--- config.mk ---
export PLATFORM = sky130hd
export DESIGN_NAME = sbc_port
export DESIGN_NICKNAME = d
export VERILOG_FILES = /design/src/verilog/sbc_port.v /design/src/verilog/sbc_debounce.v /design/src/verilog/sbc_status.v
export VERILOG_INCLUDE_DIRS = /design/src /design/src/verilog
export SDC_FILE = /design/constraint.sdc
export NUM_CORES = 1
export LEC_CHECK = 0
export BUFFER_PORTS_ARGS = -buffer_cell sky130_fd_sc_hd__buf_2
export CORE_MARGIN = 3
export CORE_UTILIZATION = 50
export CTS_CLUSTER_SIZE = 24
export DETAILED_ROUTE_END_ITERATION = 16
export GPL_TIMING_DRIVEN = 0
export HOLD_SLACK_MARGIN = 0.06
export PLACE_DENSITY_LB_ADDON = 0.1
export SLEW_MARGIN = 10
export SYNTH_ARGS = -nofsm -noshare
export SYNTH_HDL_FRONTEND = slang
export SYNTH_HIERARCHICAL = 1
export SYNTH_SLANG_ARGS = --single-unit
--- constraint.sdc ---
create_clock -name ref_clk_i -period 4.7 [get_ports ref_clk_i]
set_input_delay 1.175 -clock ref_clk_i [delete_from_list [all_inputs] [get_ports ref_clk_i]]
set_output_delay 1.175 -clock ref_clk_i [all_outputs]
set_load 0.02 [all_outputs]
--- src/verilog/sbc_defs.vh ---
`ifndef SBC_DEFS_VH
`define SBC_DEFS_VH

// ****************************************************************
// clock and access timing
// ****************************************************************
`define SBC_CLK_NS        4
`define SBC_SETUP_NS      30
`define SBC_STROBE_NS     100
`define SBC_HOLD_NS       20
`define SBC_DEBOUNCE_NS   2000
// least times, rounded up to whole cycles
`define SBC_SETUP_CYC     ((`SBC_SETUP_NS + `SBC_CLK_NS - 1) / `SBC_CLK_NS)
`define SBC_STROBE_CYC    ((`SBC_STROBE_NS + `SBC_CLK_NS - 1) / `SBC_CLK_NS)
`define SBC_HOLD_CYC      ((`SBC_HOLD_NS + `SBC_CLK_NS - 1) / `SBC_CLK_NS)
`define SBC_DEBOUNCE_CYC  ((`SBC_DEBOUNCE_NS + `SBC_CLK_NS - 1) / `SBC_CLK_NS)

// ****************************************************************
// widths
// ****************************************************************
`define SBC_ADDR_W        26
`define SBC_DATA_W        16
`define SBC_STAT_W        5

// ****************************************************************
// access types
// ****************************************************************
`define SBC_ACC_COMMON    2'h0
`define SBC_ACC_ATTR      2'h1
`define SBC_ACC_IO        2'h2
`define SBC_ACC_DMA       2'h3

// ****************************************************************
// battery condition codes
// ****************************************************************
`define SBC_BATT_GOOD     2'h0
`define SBC_BATT_WEAK     2'h1
`define SBC_BATT_FAILED   2'h2

// ****************************************************************
// positions in the filtered status vector
// ****************************************************************
`define SBC_ST_CD1        0
`define SBC_ST_CD2        1
`define SBC_ST_BATTERY_DETECT_ONE       2
`define SBC_ST_BATTERY_DETECT_TWO       3
`define SBC_ST_RDY        4

// ****************************************************************
// reset values
// ****************************************************************
`define SBC_RST_STAT      5'h1F
`define SBC_RST_ADDR      26'h0000000
`define SBC_RST_DATA      16'h0000

`endif

--- src/verilog/sbc_port.v ---
// Functional notes
// - drive 26-bit card address, drive and receive 16-bit card data.
// - even byte enable selects even bytes, odd byte enable odd bytes.
// - card grounds both detects; both low means card present.
// - battery: both high good, two low weak, one low failed.
// - when enabled in i/o mode, modem call alert passes through to its output.
// - card audio taken only in i/o mode; sockets combined on speaker.
// - io read strobe asserted during host i/o reads.
// - io write strobe driven low during host i/o writes.
// - output enable strobe driven low during host memory reads.
// - dma card-to-host uses io read; host-to-card uses io write.
// - dma card-to-host signals terminal count on output enable.
// - dma request taken from battery detect two or input ack.
// - attribute select high for common, low for attr, i/o, dma.
// - dma host-to-card signals terminal count on write enable.
`timescale 1ns/1ps
`default_nettype none
`include "sbc_defs.vh"

module sbc_port (
  input  wire                    ref_clk_i,              // core clock
  input  wire                    rst_i,                  // async reset, high
  // configuration
  input  wire                    cfg_io_mode_i,          // i/o interface mode
  input  wire                    cfg_ring_en_i,          // forward call alert
  input  wire                    cfg_spk_en_i,           // forward card audio
  input  wire                    cfg_dma_en_i,           // dma request enable
  input  wire                    cfg_dma_sel_i,          // 1: input ack is dreq
  input  wire                    peer_audio_i,           // other socket audio
  // host request side
  input  wire                    req_valid_i,            // access request
  output wire                    req_ready_o,            // request accepted
  input  wire [1:0]              req_type_i,             // access type
  input  wire                    req_write_i,            // write / dma to card
  input  wire                    req_tc_i,               // last dma transfer
  input  wire [`SBC_ADDR_W-1:0]  req_addr_i,             // card address
  input  wire [`SBC_DATA_W-1:0]  req_wdata_i,            // write data
  input  wire                    req_even_i,             // even byte wanted
  input  wire                    req_odd_i,              // odd byte wanted
  output reg                     rsp_valid_o,            // access done pulse
  output reg  [`SBC_DATA_W-1:0]  rsp_rdata_o,            // read data
  output reg                     rsp_ack_o,              // input ack seen
  // card pins
  output reg  [`SBC_ADDR_W-1:0]  card_addr_o,            // address lines
  input  wire [`SBC_DATA_W-1:0]  card_data_i,            // data lines in
  output reg  [`SBC_DATA_W-1:0]  card_data_o,            // data lines out
  output reg                     card_data_oe_o,         // data drive enable
  output wire                    even_byte_enable_n_o,   // even byte enable
  output wire                    odd_byte_enable_n_o,    // odd byte enable
  output wire                    output_enable_n_o,      // output enable / tc
  output wire                    write_enable_n_o,       // write enable / tc
  output wire                    io_read_strobe_n_o,     // i/o read strobe
  output wire                    io_write_strobe_n_o,    // i/o write strobe
  output wire                    attribute_select_n_o,   // attr select / dma_acknowledge
  input  wire                    card_detect_one_n_i,    // detect one
  input  wire                    card_detect_two_n_i,    // detect two
  input  wire                    battery_detect_one_i,   // bvd one / status_change
  input  wire                    battery_detect_two_i,   // bvd two / audio
  input  wire                    ready_i,                // ready / irq, low
  input  wire                    cycle_extend_n_i,       // wait, low
  input  wire                    input_ack_n_i,          // input ack, low
  // system side status
  output wire                    card_present_o,         // card in socket
  output wire                    card_inserted_o,        // insertion pulse
  output wire                    card_removed_o,         // removal pulse
  output wire [1:0]              batt_state_o,           // battery condition
  output wire                    status_change_o,        // status change pulse
  output reg                     card_ready_o,           // memory card ready
  output reg                     card_interrupt_req_o,   // i/o card irq
  output reg                     dma_request_o,          // dma request
  output reg                     modem_call_alert_out_o, // call alert out
  output reg                     speaker_out_o           // speaker audio
);

  // ****************************************************************
  // states and counts
  // ****************************************************************
  localparam [2:0] ST_IDLE   = 3'h0;
  localparam [2:0] ST_SETUP  = 3'h1;
  localparam [2:0] ST_STROBE = 3'h2;
  localparam [2:0] ST_HOLD   = 3'h3;

  localparam [7:0] SETUP_LAST  = `SBC_SETUP_CYC - 1;
  localparam [7:0] STROBE_LAST = `SBC_STROBE_CYC - 1;
  localparam [7:0] HOLD_LAST   = `SBC_HOLD_CYC - 1;

  reg [2:0]             state_q;
  reg [7:0]             cnt_q;
  reg [1:0]             type_q;
  reg                   write_q;
  reg                   tc_q;
  reg                   ce_even_q;
  reg                   ce_odd_q;
  reg                   attr_q;
  reg [3:0]             strb_q;   // {oe, we, ior, iow}, active high
  wire [`SBC_STAT_W-1:0] raw_stat;
  wire [`SBC_STAT_W-1:0] clean_stat;
  wire                  wr_any;

  // ****************************************************************
  // strobe decode
  // ****************************************************************
  function [3:0] sbc_strobes;
    input [1:0] typ;
    input       wr;
    input       tc;
    begin
      case (typ)
        `SBC_ACC_COMMON, `SBC_ACC_ATTR: begin
          // memory: oe reads, we writes
          sbc_strobes = wr ? 4'h4 : 4'h8;
        end
        `SBC_ACC_IO: begin
          sbc_strobes = wr ? 4'h1 : 4'h2;
        end
        `SBC_ACC_DMA: begin
          // host-to-card: iow, tc on we; card-to-host: ior, tc on oe
          sbc_strobes = wr ? {1'b0, tc, 2'h1}
                           : {tc, 3'h2};
        end
        default: begin
          sbc_strobes = 4'h0;
        end
      endcase
    end
  endfunction

  // ****************************************************************
  // status filtering
  // ****************************************************************
  assign raw_stat = {ready_i, battery_detect_two_i, battery_detect_one_i,
                     card_detect_two_n_i, card_detect_one_n_i};

  sbc_debounce u_debounce (
    .ref_clk_i (ref_clk_i),
    .rst_i     (rst_i),
    .raw_i     (raw_stat),
    .clean_o   (clean_stat)
  );

  sbc_status u_status (
    .ref_clk_i  (ref_clk_i),
    .rst_i      (rst_i),
    .clean_i    (clean_stat),
    .io_mode_i  (cfg_io_mode_i),
    .present_o  (card_present_o),
    .inserted_o (card_inserted_o),
    .removed_o  (card_removed_o),
    .batt_o     (batt_state_o),
    .chg_o      (status_change_o)
  );

  // ****************************************************************
  // card strobes and enables (active low on the pins)
  // ****************************************************************
  assign wr_any               = strb_q[2] | strb_q[0];
  assign output_enable_n_o    = ~(strb_q[3] & ~wr_any);
  assign io_read_strobe_n_o   = ~(strb_q[1] & ~wr_any);
  assign write_enable_n_o     = ~strb_q[2];
  assign io_write_strobe_n_o  = ~strb_q[0];
  assign even_byte_enable_n_o = ~ce_even_q;
  assign odd_byte_enable_n_o  = ~ce_odd_q;
  assign attribute_select_n_o = ~attr_q;

  // idle with a card present
  assign req_ready_o = (state_q == ST_IDLE) & card_present_o;

  // ****************************************************************
  // access sequencer
  // ****************************************************************
  always @(posedge ref_clk_i or posedge rst_i) begin
    if (rst_i) begin
      state_q        <= ST_IDLE;
      cnt_q          <= 8'h00;
      type_q         <= `SBC_ACC_COMMON;
      write_q        <= 1'b0;
      tc_q           <= 1'b0;
      ce_even_q      <= 1'b0;
      ce_odd_q       <= 1'b0;
      attr_q         <= 1'b0;
      strb_q         <= 4'h0;
      card_addr_o    <= `SBC_RST_ADDR;
      card_data_o    <= `SBC_RST_DATA;
      card_data_oe_o <= 1'b0;
      rsp_valid_o    <= 1'b0;
      rsp_rdata_o    <= `SBC_RST_DATA;
      rsp_ack_o      <= 1'b0;
    end else begin
      rsp_valid_o <= 1'b0;
      case (state_q)
        ST_IDLE: begin
          if (req_valid_i && card_present_o) begin
            type_q         <= req_type_i;
            write_q        <= req_write_i;
            tc_q           <= req_tc_i;
            card_addr_o    <= req_addr_i;
            card_data_o    <= req_wdata_i;
            card_data_oe_o <= req_write_i;
            ce_even_q      <= req_even_i;
            ce_odd_q       <= req_odd_i;
            // high for common memory, low for attr, i/o and dma_acknowledge
            attr_q         <= (req_type_i != `SBC_ACC_COMMON);
            rsp_ack_o      <= 1'b0;
            cnt_q          <= SETUP_LAST;
            state_q        <= ST_SETUP;
          end
        end
        ST_SETUP: begin
          if (cnt_q == 8'h00) begin
            strb_q  <= sbc_strobes(type_q, write_q, tc_q);
            cnt_q   <= STROBE_LAST;
            state_q <= ST_STROBE;
          end else begin
            cnt_q <= cnt_q - 8'h01;
          end
        end
        ST_STROBE: begin
          // input ack during i/o read
          if (strb_q[1] && !input_ack_n_i) begin
            rsp_ack_o <= 1'b1;
          end
          if (cnt_q != 8'h00) begin
            cnt_q <= cnt_q - 8'h01;
          end else if (cycle_extend_n_i) begin
            // sample data, close strobe
            rsp_rdata_o <= card_data_i;
            strb_q      <= 4'h0;
            cnt_q       <= HOLD_LAST;
            state_q     <= ST_HOLD;
          end
        end
        ST_HOLD: begin
          if (cnt_q == 8'h00) begin
            ce_even_q      <= 1'b0;
            ce_odd_q       <= 1'b0;
            attr_q         <= 1'b0;
            card_data_oe_o <= 1'b0;
            rsp_valid_o    <= 1'b1;
            state_q        <= ST_IDLE;
          end else begin
            cnt_q <= cnt_q - 8'h01;
          end
        end
        default: begin
          strb_q  <= 4'h0;
          state_q <= ST_IDLE;
        end
      endcase
    end
  end

  // ****************************************************************
  // side-band signals
  // ****************************************************************
  always @(posedge ref_clk_i or posedge rst_i) begin
    if (rst_i) begin
      card_ready_o           <= 1'b0;
      card_interrupt_req_o   <= 1'b0;
      dma_request_o          <= 1'b0;
      modem_call_alert_out_o <= 1'b0;
      speaker_out_o          <= 1'b0;
    end else begin
      // ready in memory mode, irq in i/o mode
      card_ready_o         <= card_present_o & ~cfg_io_mode_i &
                              clean_stat[`SBC_ST_RDY];
      card_interrupt_req_o <= card_present_o & cfg_io_mode_i &
                              ~ready_i;
      // dma request: low input ack or high bvd two
      dma_request_o        <= cfg_dma_en_i & card_present_o &
                              (cfg_dma_sel_i ? ~input_ack_n_i
                                             : battery_detect_two_i);
      // low call alert forwarded high
      modem_call_alert_out_o <= cfg_ring_en_i & cfg_io_mode_i &
                                card_present_o &
                                ~battery_detect_one_i;
      // i/o-mode audio xored with the other socket
      speaker_out_o <= (cfg_spk_en_i & cfg_io_mode_i & card_present_o &
                        battery_detect_two_i) ^ peer_audio_i;
    end
  end

endmodule
`default_nettype wire

--- src/verilog/sbc_debounce.v ---
`timescale 1ns/1ps
`default_nettype none
`include "sbc_defs.vh"

module sbc_debounce (
  input  wire                    ref_clk_i, // core clock
  input  wire                    rst_i,     // async reset, high
  input  wire [`SBC_STAT_W-1:0]  raw_i,     // raw status pins
  output wire [`SBC_STAT_W-1:0]  clean_o    // filtered levels
);

  localparam [11:0] DB_LAST = `SBC_DEBOUNCE_CYC - 1;

  genvar g;
  generate
    for (g = 0; g < `SBC_STAT_W; g = g + 1) begin : bit_g
      reg        samp_q;
      reg        stab_q;
      reg [11:0] cnt_q;
      // take a level once held a whole window
      always @(posedge ref_clk_i or posedge rst_i) begin
        if (rst_i) begin
          samp_q <= 1'b1;
          stab_q <= 1'b1;
          cnt_q  <= 12'h000;
        end else begin
          samp_q <= raw_i[g];
          if (samp_q == stab_q) begin
            cnt_q <= 12'h000;
          end else if (cnt_q == DB_LAST) begin
            stab_q <= samp_q;
            cnt_q  <= 12'h000;
          end else begin
            cnt_q <= cnt_q + 12'h001;
          end
        end
      end
      assign clean_o[g] = stab_q;
    end
  endgenerate

endmodule
`default_nettype wire

--- src/verilog/sbc_status.v ---
`timescale 1ns/1ps
`default_nettype none
`include "sbc_defs.vh"

module sbc_status (
  input  wire                    ref_clk_i,   // core clock
  input  wire                    rst_i,       // async reset, high
  input  wire [`SBC_STAT_W-1:0]  clean_i,     // filtered status
  input  wire                    io_mode_i,   // socket in i/o mode
  output wire                    present_o,   // card in socket
  output reg                     inserted_o,  // insertion pulse
  output reg                     removed_o,   // removal pulse
  output reg  [1:0]              batt_o,      // battery condition
  output reg                     chg_o        // status change pulse
);

  reg present_q;
  reg battery_detect_one_q;

  // both detects low: card present
  assign present_o = ~clean_i[`SBC_ST_CD1] & ~clean_i[`SBC_ST_CD2];

  // ****************************************************************
  // battery decode
  // ****************************************************************
  always @* begin
    if (!clean_i[`SBC_ST_BATTERY_DETECT_ONE]) begin
      batt_o = `SBC_BATT_FAILED;
    end else if (!clean_i[`SBC_ST_BATTERY_DETECT_TWO]) begin
      batt_o = `SBC_BATT_WEAK;
    end else begin
      batt_o = `SBC_BATT_GOOD;
    end
  end

  // ****************************************************************
  // event pulses
  // ****************************************************************
  always @(posedge ref_clk_i or posedge rst_i) begin
    if (rst_i) begin
      present_q  <= 1'b0;
      battery_detect_one_q     <= 1'b1;
      inserted_o <= 1'b0;
      removed_o  <= 1'b0;
      chg_o      <= 1'b0;
    end else begin
      present_q  <= present_o;
      battery_detect_one_q     <= clean_i[`SBC_ST_BATTERY_DETECT_ONE];
      inserted_o <= present_o & ~present_q;
      removed_o  <= ~present_o & present_q;
      // falling bvd one reports a status change
      chg_o      <= io_mode_i & present_o &
                    battery_detect_one_q & ~clean_i[`SBC_ST_BATTERY_DETECT_ONE];
    end
  end

endmodule
`default_nettype wire

; Yosys cells after proc, flatten, opt, wreduce, memory -nomap -nowiden
; Index checks and enable logic that the tools add are counted.
[word_totals]
n_memories = 0
output_inout_bits = 80
latch_bits = 0
mem_bits_ro = 0
reg_bits = 163
inputBits = 80
elab_cells = 188
ram_bits = 0
[classes]
n_lt_le_gt_ge = 0
n_eq_ne = 24
n_addsub = 6
bitwise_logic = 46
n_mux = 47
mul = 0
div_mod_pow = 0
n_shift = 0
reduce_logical = 25
[ops]
columns = cell, n
row1 = 2-to-1 mux 12 bit, 10
row2 = "adder 12 x 1 -> 12 bit, second input constant", 5
row3 = "equality test 12 x 9 -> 1 bit, second input constant", 5
row4 = 2-to-1 mux 8 bit, 5
row5 = one-hot mux 8 bit (4 select lines), 1
row6 = inverter 1 bit, 24
row7 = one-hot mux 4 bit (3 select lines), 2
row8 = bitwise AND 1 bit, 20
row9 = 2-to-1 mux 4 bit, 5
row10 = 2-to-1 mux 3 bit, 5
row11 = "inequality test 2 bit, second input constant", 6
row12 = one-hot mux 3 bit (4 select lines), 1
row13 = AND reduction 2 bit, 6
row14 = 2-to-1 mux 1 bit, 11
row15 = one-hot mux 1 bit (2 select lines), 5
row16 = AND reduction 3 bit, 3
row17 = zero test 8 bit, 1
row18 = AND reduction 4 bit, 2
row19 = nonzero test 8 bit, 1
row20 = "subtractor 8 x 1 -> 8 bit, second input constant", 1
row21 = "equality test 3 x 2 -> 1 bit, second input constant", 2
row22 = nonzero test 2 bit, 3
row23 = equality test 1 bit, 5
row24 = AND reduction 5 bit, 1
row25 = other kinds (14), 18

; Longest topological paths before layout
[depth]
depth_word = 5
mapped_depth = 9
depth_no_buf = 7

; Modules after synthesis
; Netlist, hierarchy kept.
[modules_own_cells]
columns = mod, seq_area_each_um2, instances, cells_each, area_per_inst_um2
row1 = sbc_port, 2177.1, 1, 291, 3769.9
row2 = sbc_debounce, 1764.2, 1, 335, 3570.9
row3 = sbc_status, 126.4, 1, 12, 163.9

; Worst setup path after synthesis
; No wires, ideal clock.
[synth_timing]
path_kind = flip-flop to output port
start = register u_debounce.bit_g[1].stab_q
end = output port req_ready_o
path_slack_ns = 2.349
stages_incl_launch_ff = 4
arrival_time_ns = 1.176
path_buffers = 1
cell_sequence = dfstp_2 > buf_4 > nor2_2 > and2_1
[synth_between]
elab_chain_len = 3
[synth_rtl]
columns = item, line_no
row1 = start: declaration, sbc_debounce.v:18  ; reg stab_q;
row2 = start signal: assignment, sbc_debounce.v:31  ; stab_q <= samp_q;
row3 = inverter 1 bit, sbc_status.v:21  ; assign present_o = ~clean_i[`SBC_ST_CD1] & ~clean_i[`SBC_ST_CD2];
row4 = bitwise AND 1 bit, sbc_status.v:21
row5 = named net card_present_o, sbc_port.v:63  ; output wire card_present_o,
row6 = bitwise AND 1 bit, sbc_port.v:166  ; assign req_ready_o = (state_q == ST_IDLE) & card_present_o;
row7 = end: declaration, sbc_port.v:32  ; output wire req_ready_o,
; The timed path passes the listed nets, and every way through them passes these cells.

; Final worst setup path
[layout_timing]
start = register u_debounce.bit_g[1].stab_q
end = output port req_ready_o
[layout_between]
elab_chain_len = 3
[layout_rtl]
columns = item, line_no
row1 = inverter 1 bit, sbc_status.v:21
row2 = bitwise AND 1 bit, sbc_status.v:21
row3 = bitwise AND 1 bit, sbc_port.v:166
; Every way passes these cells.

==> metrics <==
hold depth=1; post-CTS setup buffers=0; most frequent cells in the layout=buf_2, dfrtp_1, mux2_2; chip height=~130 um; PortBufs=roughly 160; Worst EP arrival=1.86 ns; gr ovfl total=0; Pins Over Slew Limit=0; GRT Resource Usage Total=between 20% and 30%; Ys Warns=6; R2R setup slack=2.43 ns; R2R Path End=cnt_q[3]; vias in the first global route=5676; hold path endpoint=u_status/inserted_o; WP buf/inv=2; Net Count, Synth=about 730; first-pass GRT wire length=approximately 28000 um; Worst VDD drop=~0.00026 V; Hold WC Path Type=reg2reg; Slew headroom=approximately 60%; antenna violations before repair=0; Inserted Clock Buffers=17; Worst setup SP type=register; dominant synthesized flop cell=dfrtp_1; min-delay src=u_status/present_q; Sink Count=around 160; n_diodes=0; hpwl dp=between 10000 and 15000 um; # H-tree levels=4; post-cts hold buffer count=0; status=completed; number of vias per cell=about 5.5; worst clock skew=~0.0084 ns; fin crit period=between 3 and 4 ns; TritonCTS clock tree=built; clk_lat worst skew=0.42 ns; worst r2r path cells=7; DRT antenna net count=0; Tcrit/Tclk final=between 60 and 70%; area grow syn2layout=23.0%; Max Freq=between 300 and 400 MHz; CP Capture Type=primary output; Synth cell types=63; CP top delay family=simple AND/OR/NAND/NOR gates; static leakage=about 4.5 nW; sequential element share of the synthesized area=~54%; CP max FO=10; share of layout cells above drive strength 1=about two fifths; Final Hold Fails=0; DRT Pass-1 Iters=5; starting density of the core=just over 50%; largest net degree at the start of global routing=between 60 and 70; Layout Utilization=between 60% and 70%; Setup TNS Final=0 ns; FP Rows=between 40 and 50; post-synthesis async set-or-reset flop share=between 90% and 100%; Die Width=between 100 and 150 um; Worst-Margin Slew=0.600 ns; drt initial violations=between 300 and 400; Cell Area, Synth=about 0.0075 sq mm; ranking of synthesized cells by area=dfrtp_1, mux2_2, dfstp_2, ha_1, mux2_4; WL final=16600 um; core area=0.0146 sq mm; die area=approximately 0.017 sq mm; CTS Buffer Depth=2; critical path's largest stage delay=~0.48 ns; Pwr Density=~330 mW/mm^2; Post-Synthesis Cells=638; DRC Markers=0; mean post-synth cell area=about 12 sq um; critical path class=reg2out; Cell Chain, Critical Path=buf_4, nor2_2, and2_1, buf_2; vias=between 5k and 6k; CTS resizes=0; IO Count=160; cell type contributing the most total cell area after synthesis=dfrtp_1; Max Cap Viol=0; Worst-path clk slew=~0.060 ns; number of fill cells=1198; Required @ worst endpoint=3.52 ns; Final GP Congestion=just under 0.9; Nets=slightly above 900; Synth Register Bits=between 150 and 200; Synth top area share=50.4%; final setup fails=0; FF-to-FF Start=cnt_q[0]; RSZ-0062 raised after global routing=no; slowest CP cell=nor2_2; commonest non-fill, non-tap cell in the layout=buf_2; WL/cell=16.3 um; Post-synth EDFFs=0; CTS Root Cell=clkbuf_16
-- metrics by stage --
step           hold WS (ns)  setup slack (ns)  power, W  cell area, sq um  cells
3_5_place_dp          0.416              2.11   0.00159              8590    983
4_1_cts               0.419              1.63   0.00308              9230   1015
6_report              0.420              1.67   0.00305              9230   1015
5_1_grt               0.461              1.54   0.00316              9230   1015
3_3_place_gp          0.400             0.253   0.00158              8530    981
2_1_floorplan         0.394              1.27   0.00152              7500    638
-- how the worst max path moves through the flow --
stage,slack [ns],cells after the start,startpoint,end
detailed placement,2.11,4,u_debounce/bit_g[1].stab_q,req_ready_o
global route,1.54,4,u_debounce/bit_g[1].stab_q,req_ready_o
finish,1.67,4,u_debounce/bit_g[1].stab_q,req_ready_o
CTS,1.63,4,u_debounce/bit_g[1].stab_q,req_ready_o
global placement,0.25,2,rst_i,card_interrupt_req_o
floorplan,1.27,1,rst_i,attr_q
-- where the power goes --
part           switching, W  total [W]  leakage (nW)  internal [W]
Sequential        0.0000153    0.00143          2.15       0.00141
Combinational     0.0000761   0.000131          2.07     0.0000549
Clock              0.000579    0.00149         0.306      0.000912
-- registers in the layout, indices dropped and copies added, names as in the netlist, 2 cells and up --
signal                   count
u_debounce/bit_g.samp_q      5
cnt_q                        8
u_debounce/bit_g.cnt_q      60
type_q                       2
strb_q                       4
card_data_o                 16
state_q                      2
u_debounce/bit_g.stab_q      5
card_addr_o                 26
rsp_rdata_o                 16
-- metal layers --
layer | vias up | share of wire (%) | global-route usage, %
met5 | - | 0 | 0
met4 | 0 | 1.2 | 6.24
met3 | 13 | 7.5 | 7.93
met2 | 162 | 50 | 34.0
met1 | 2750 | 41 | 26.2
li1 | 2660 | - | -
-- layout make-up --
cell class | count | area (sq um) | area share [%]
sequential | 162 | 4070 | 44.1
timing repair buffer | 161 | 851 | 9.22
tap | 184 | 230 | 2.49
clock inverter | 14 | 201 | 2.18
buffer | 29 | 171 | 1.86
multi-input combinational | 425 | 3180 | 34.5
clock buffer | 18 | 439 | 4.76
inverter | 22 | 87.6 | 0.949
-- synthesized netlist by cell type (all sizes together), types with 3 or more instances --
master and instances:
nor3b 3, nand2 40, clkbuf 13, ha 16
o31ai 20, a21oi 39, or3 22, o21ai 32
inv 22, nand3 30, and3 3, o41ai 3
a31oi 4, or4b 4, and2 3, nor2 43
dfrtp 151, o211ai 3, nor3 7, xor2 14
mux2 68, nand4 17, xnor2 7, or4 16
buf 16, dfstp 11, o22a 3, nor4 4
mux2i 4
-- kinds of logic (layout without fill, tap and decap cells) --
| group | count (synthesis) | after routing | synth area share (%) |
|---|---|---|---|
| compound gates | 114 | 114 | 10.7 |
| mux | 72 | 72 | 11.3 |
| xor+xnor | 21 | 21 | 2.45 |
| flops | 162 | 162 | 54.2 |
| buf+inv | 51 | 244 | 3.38 |
| fa+ha+maj | 16 | 16 | 2.67 |
| simple gates | 202 | 202 | 15.3 |
No activity file was read; power rests on OpenSTA's default activity.
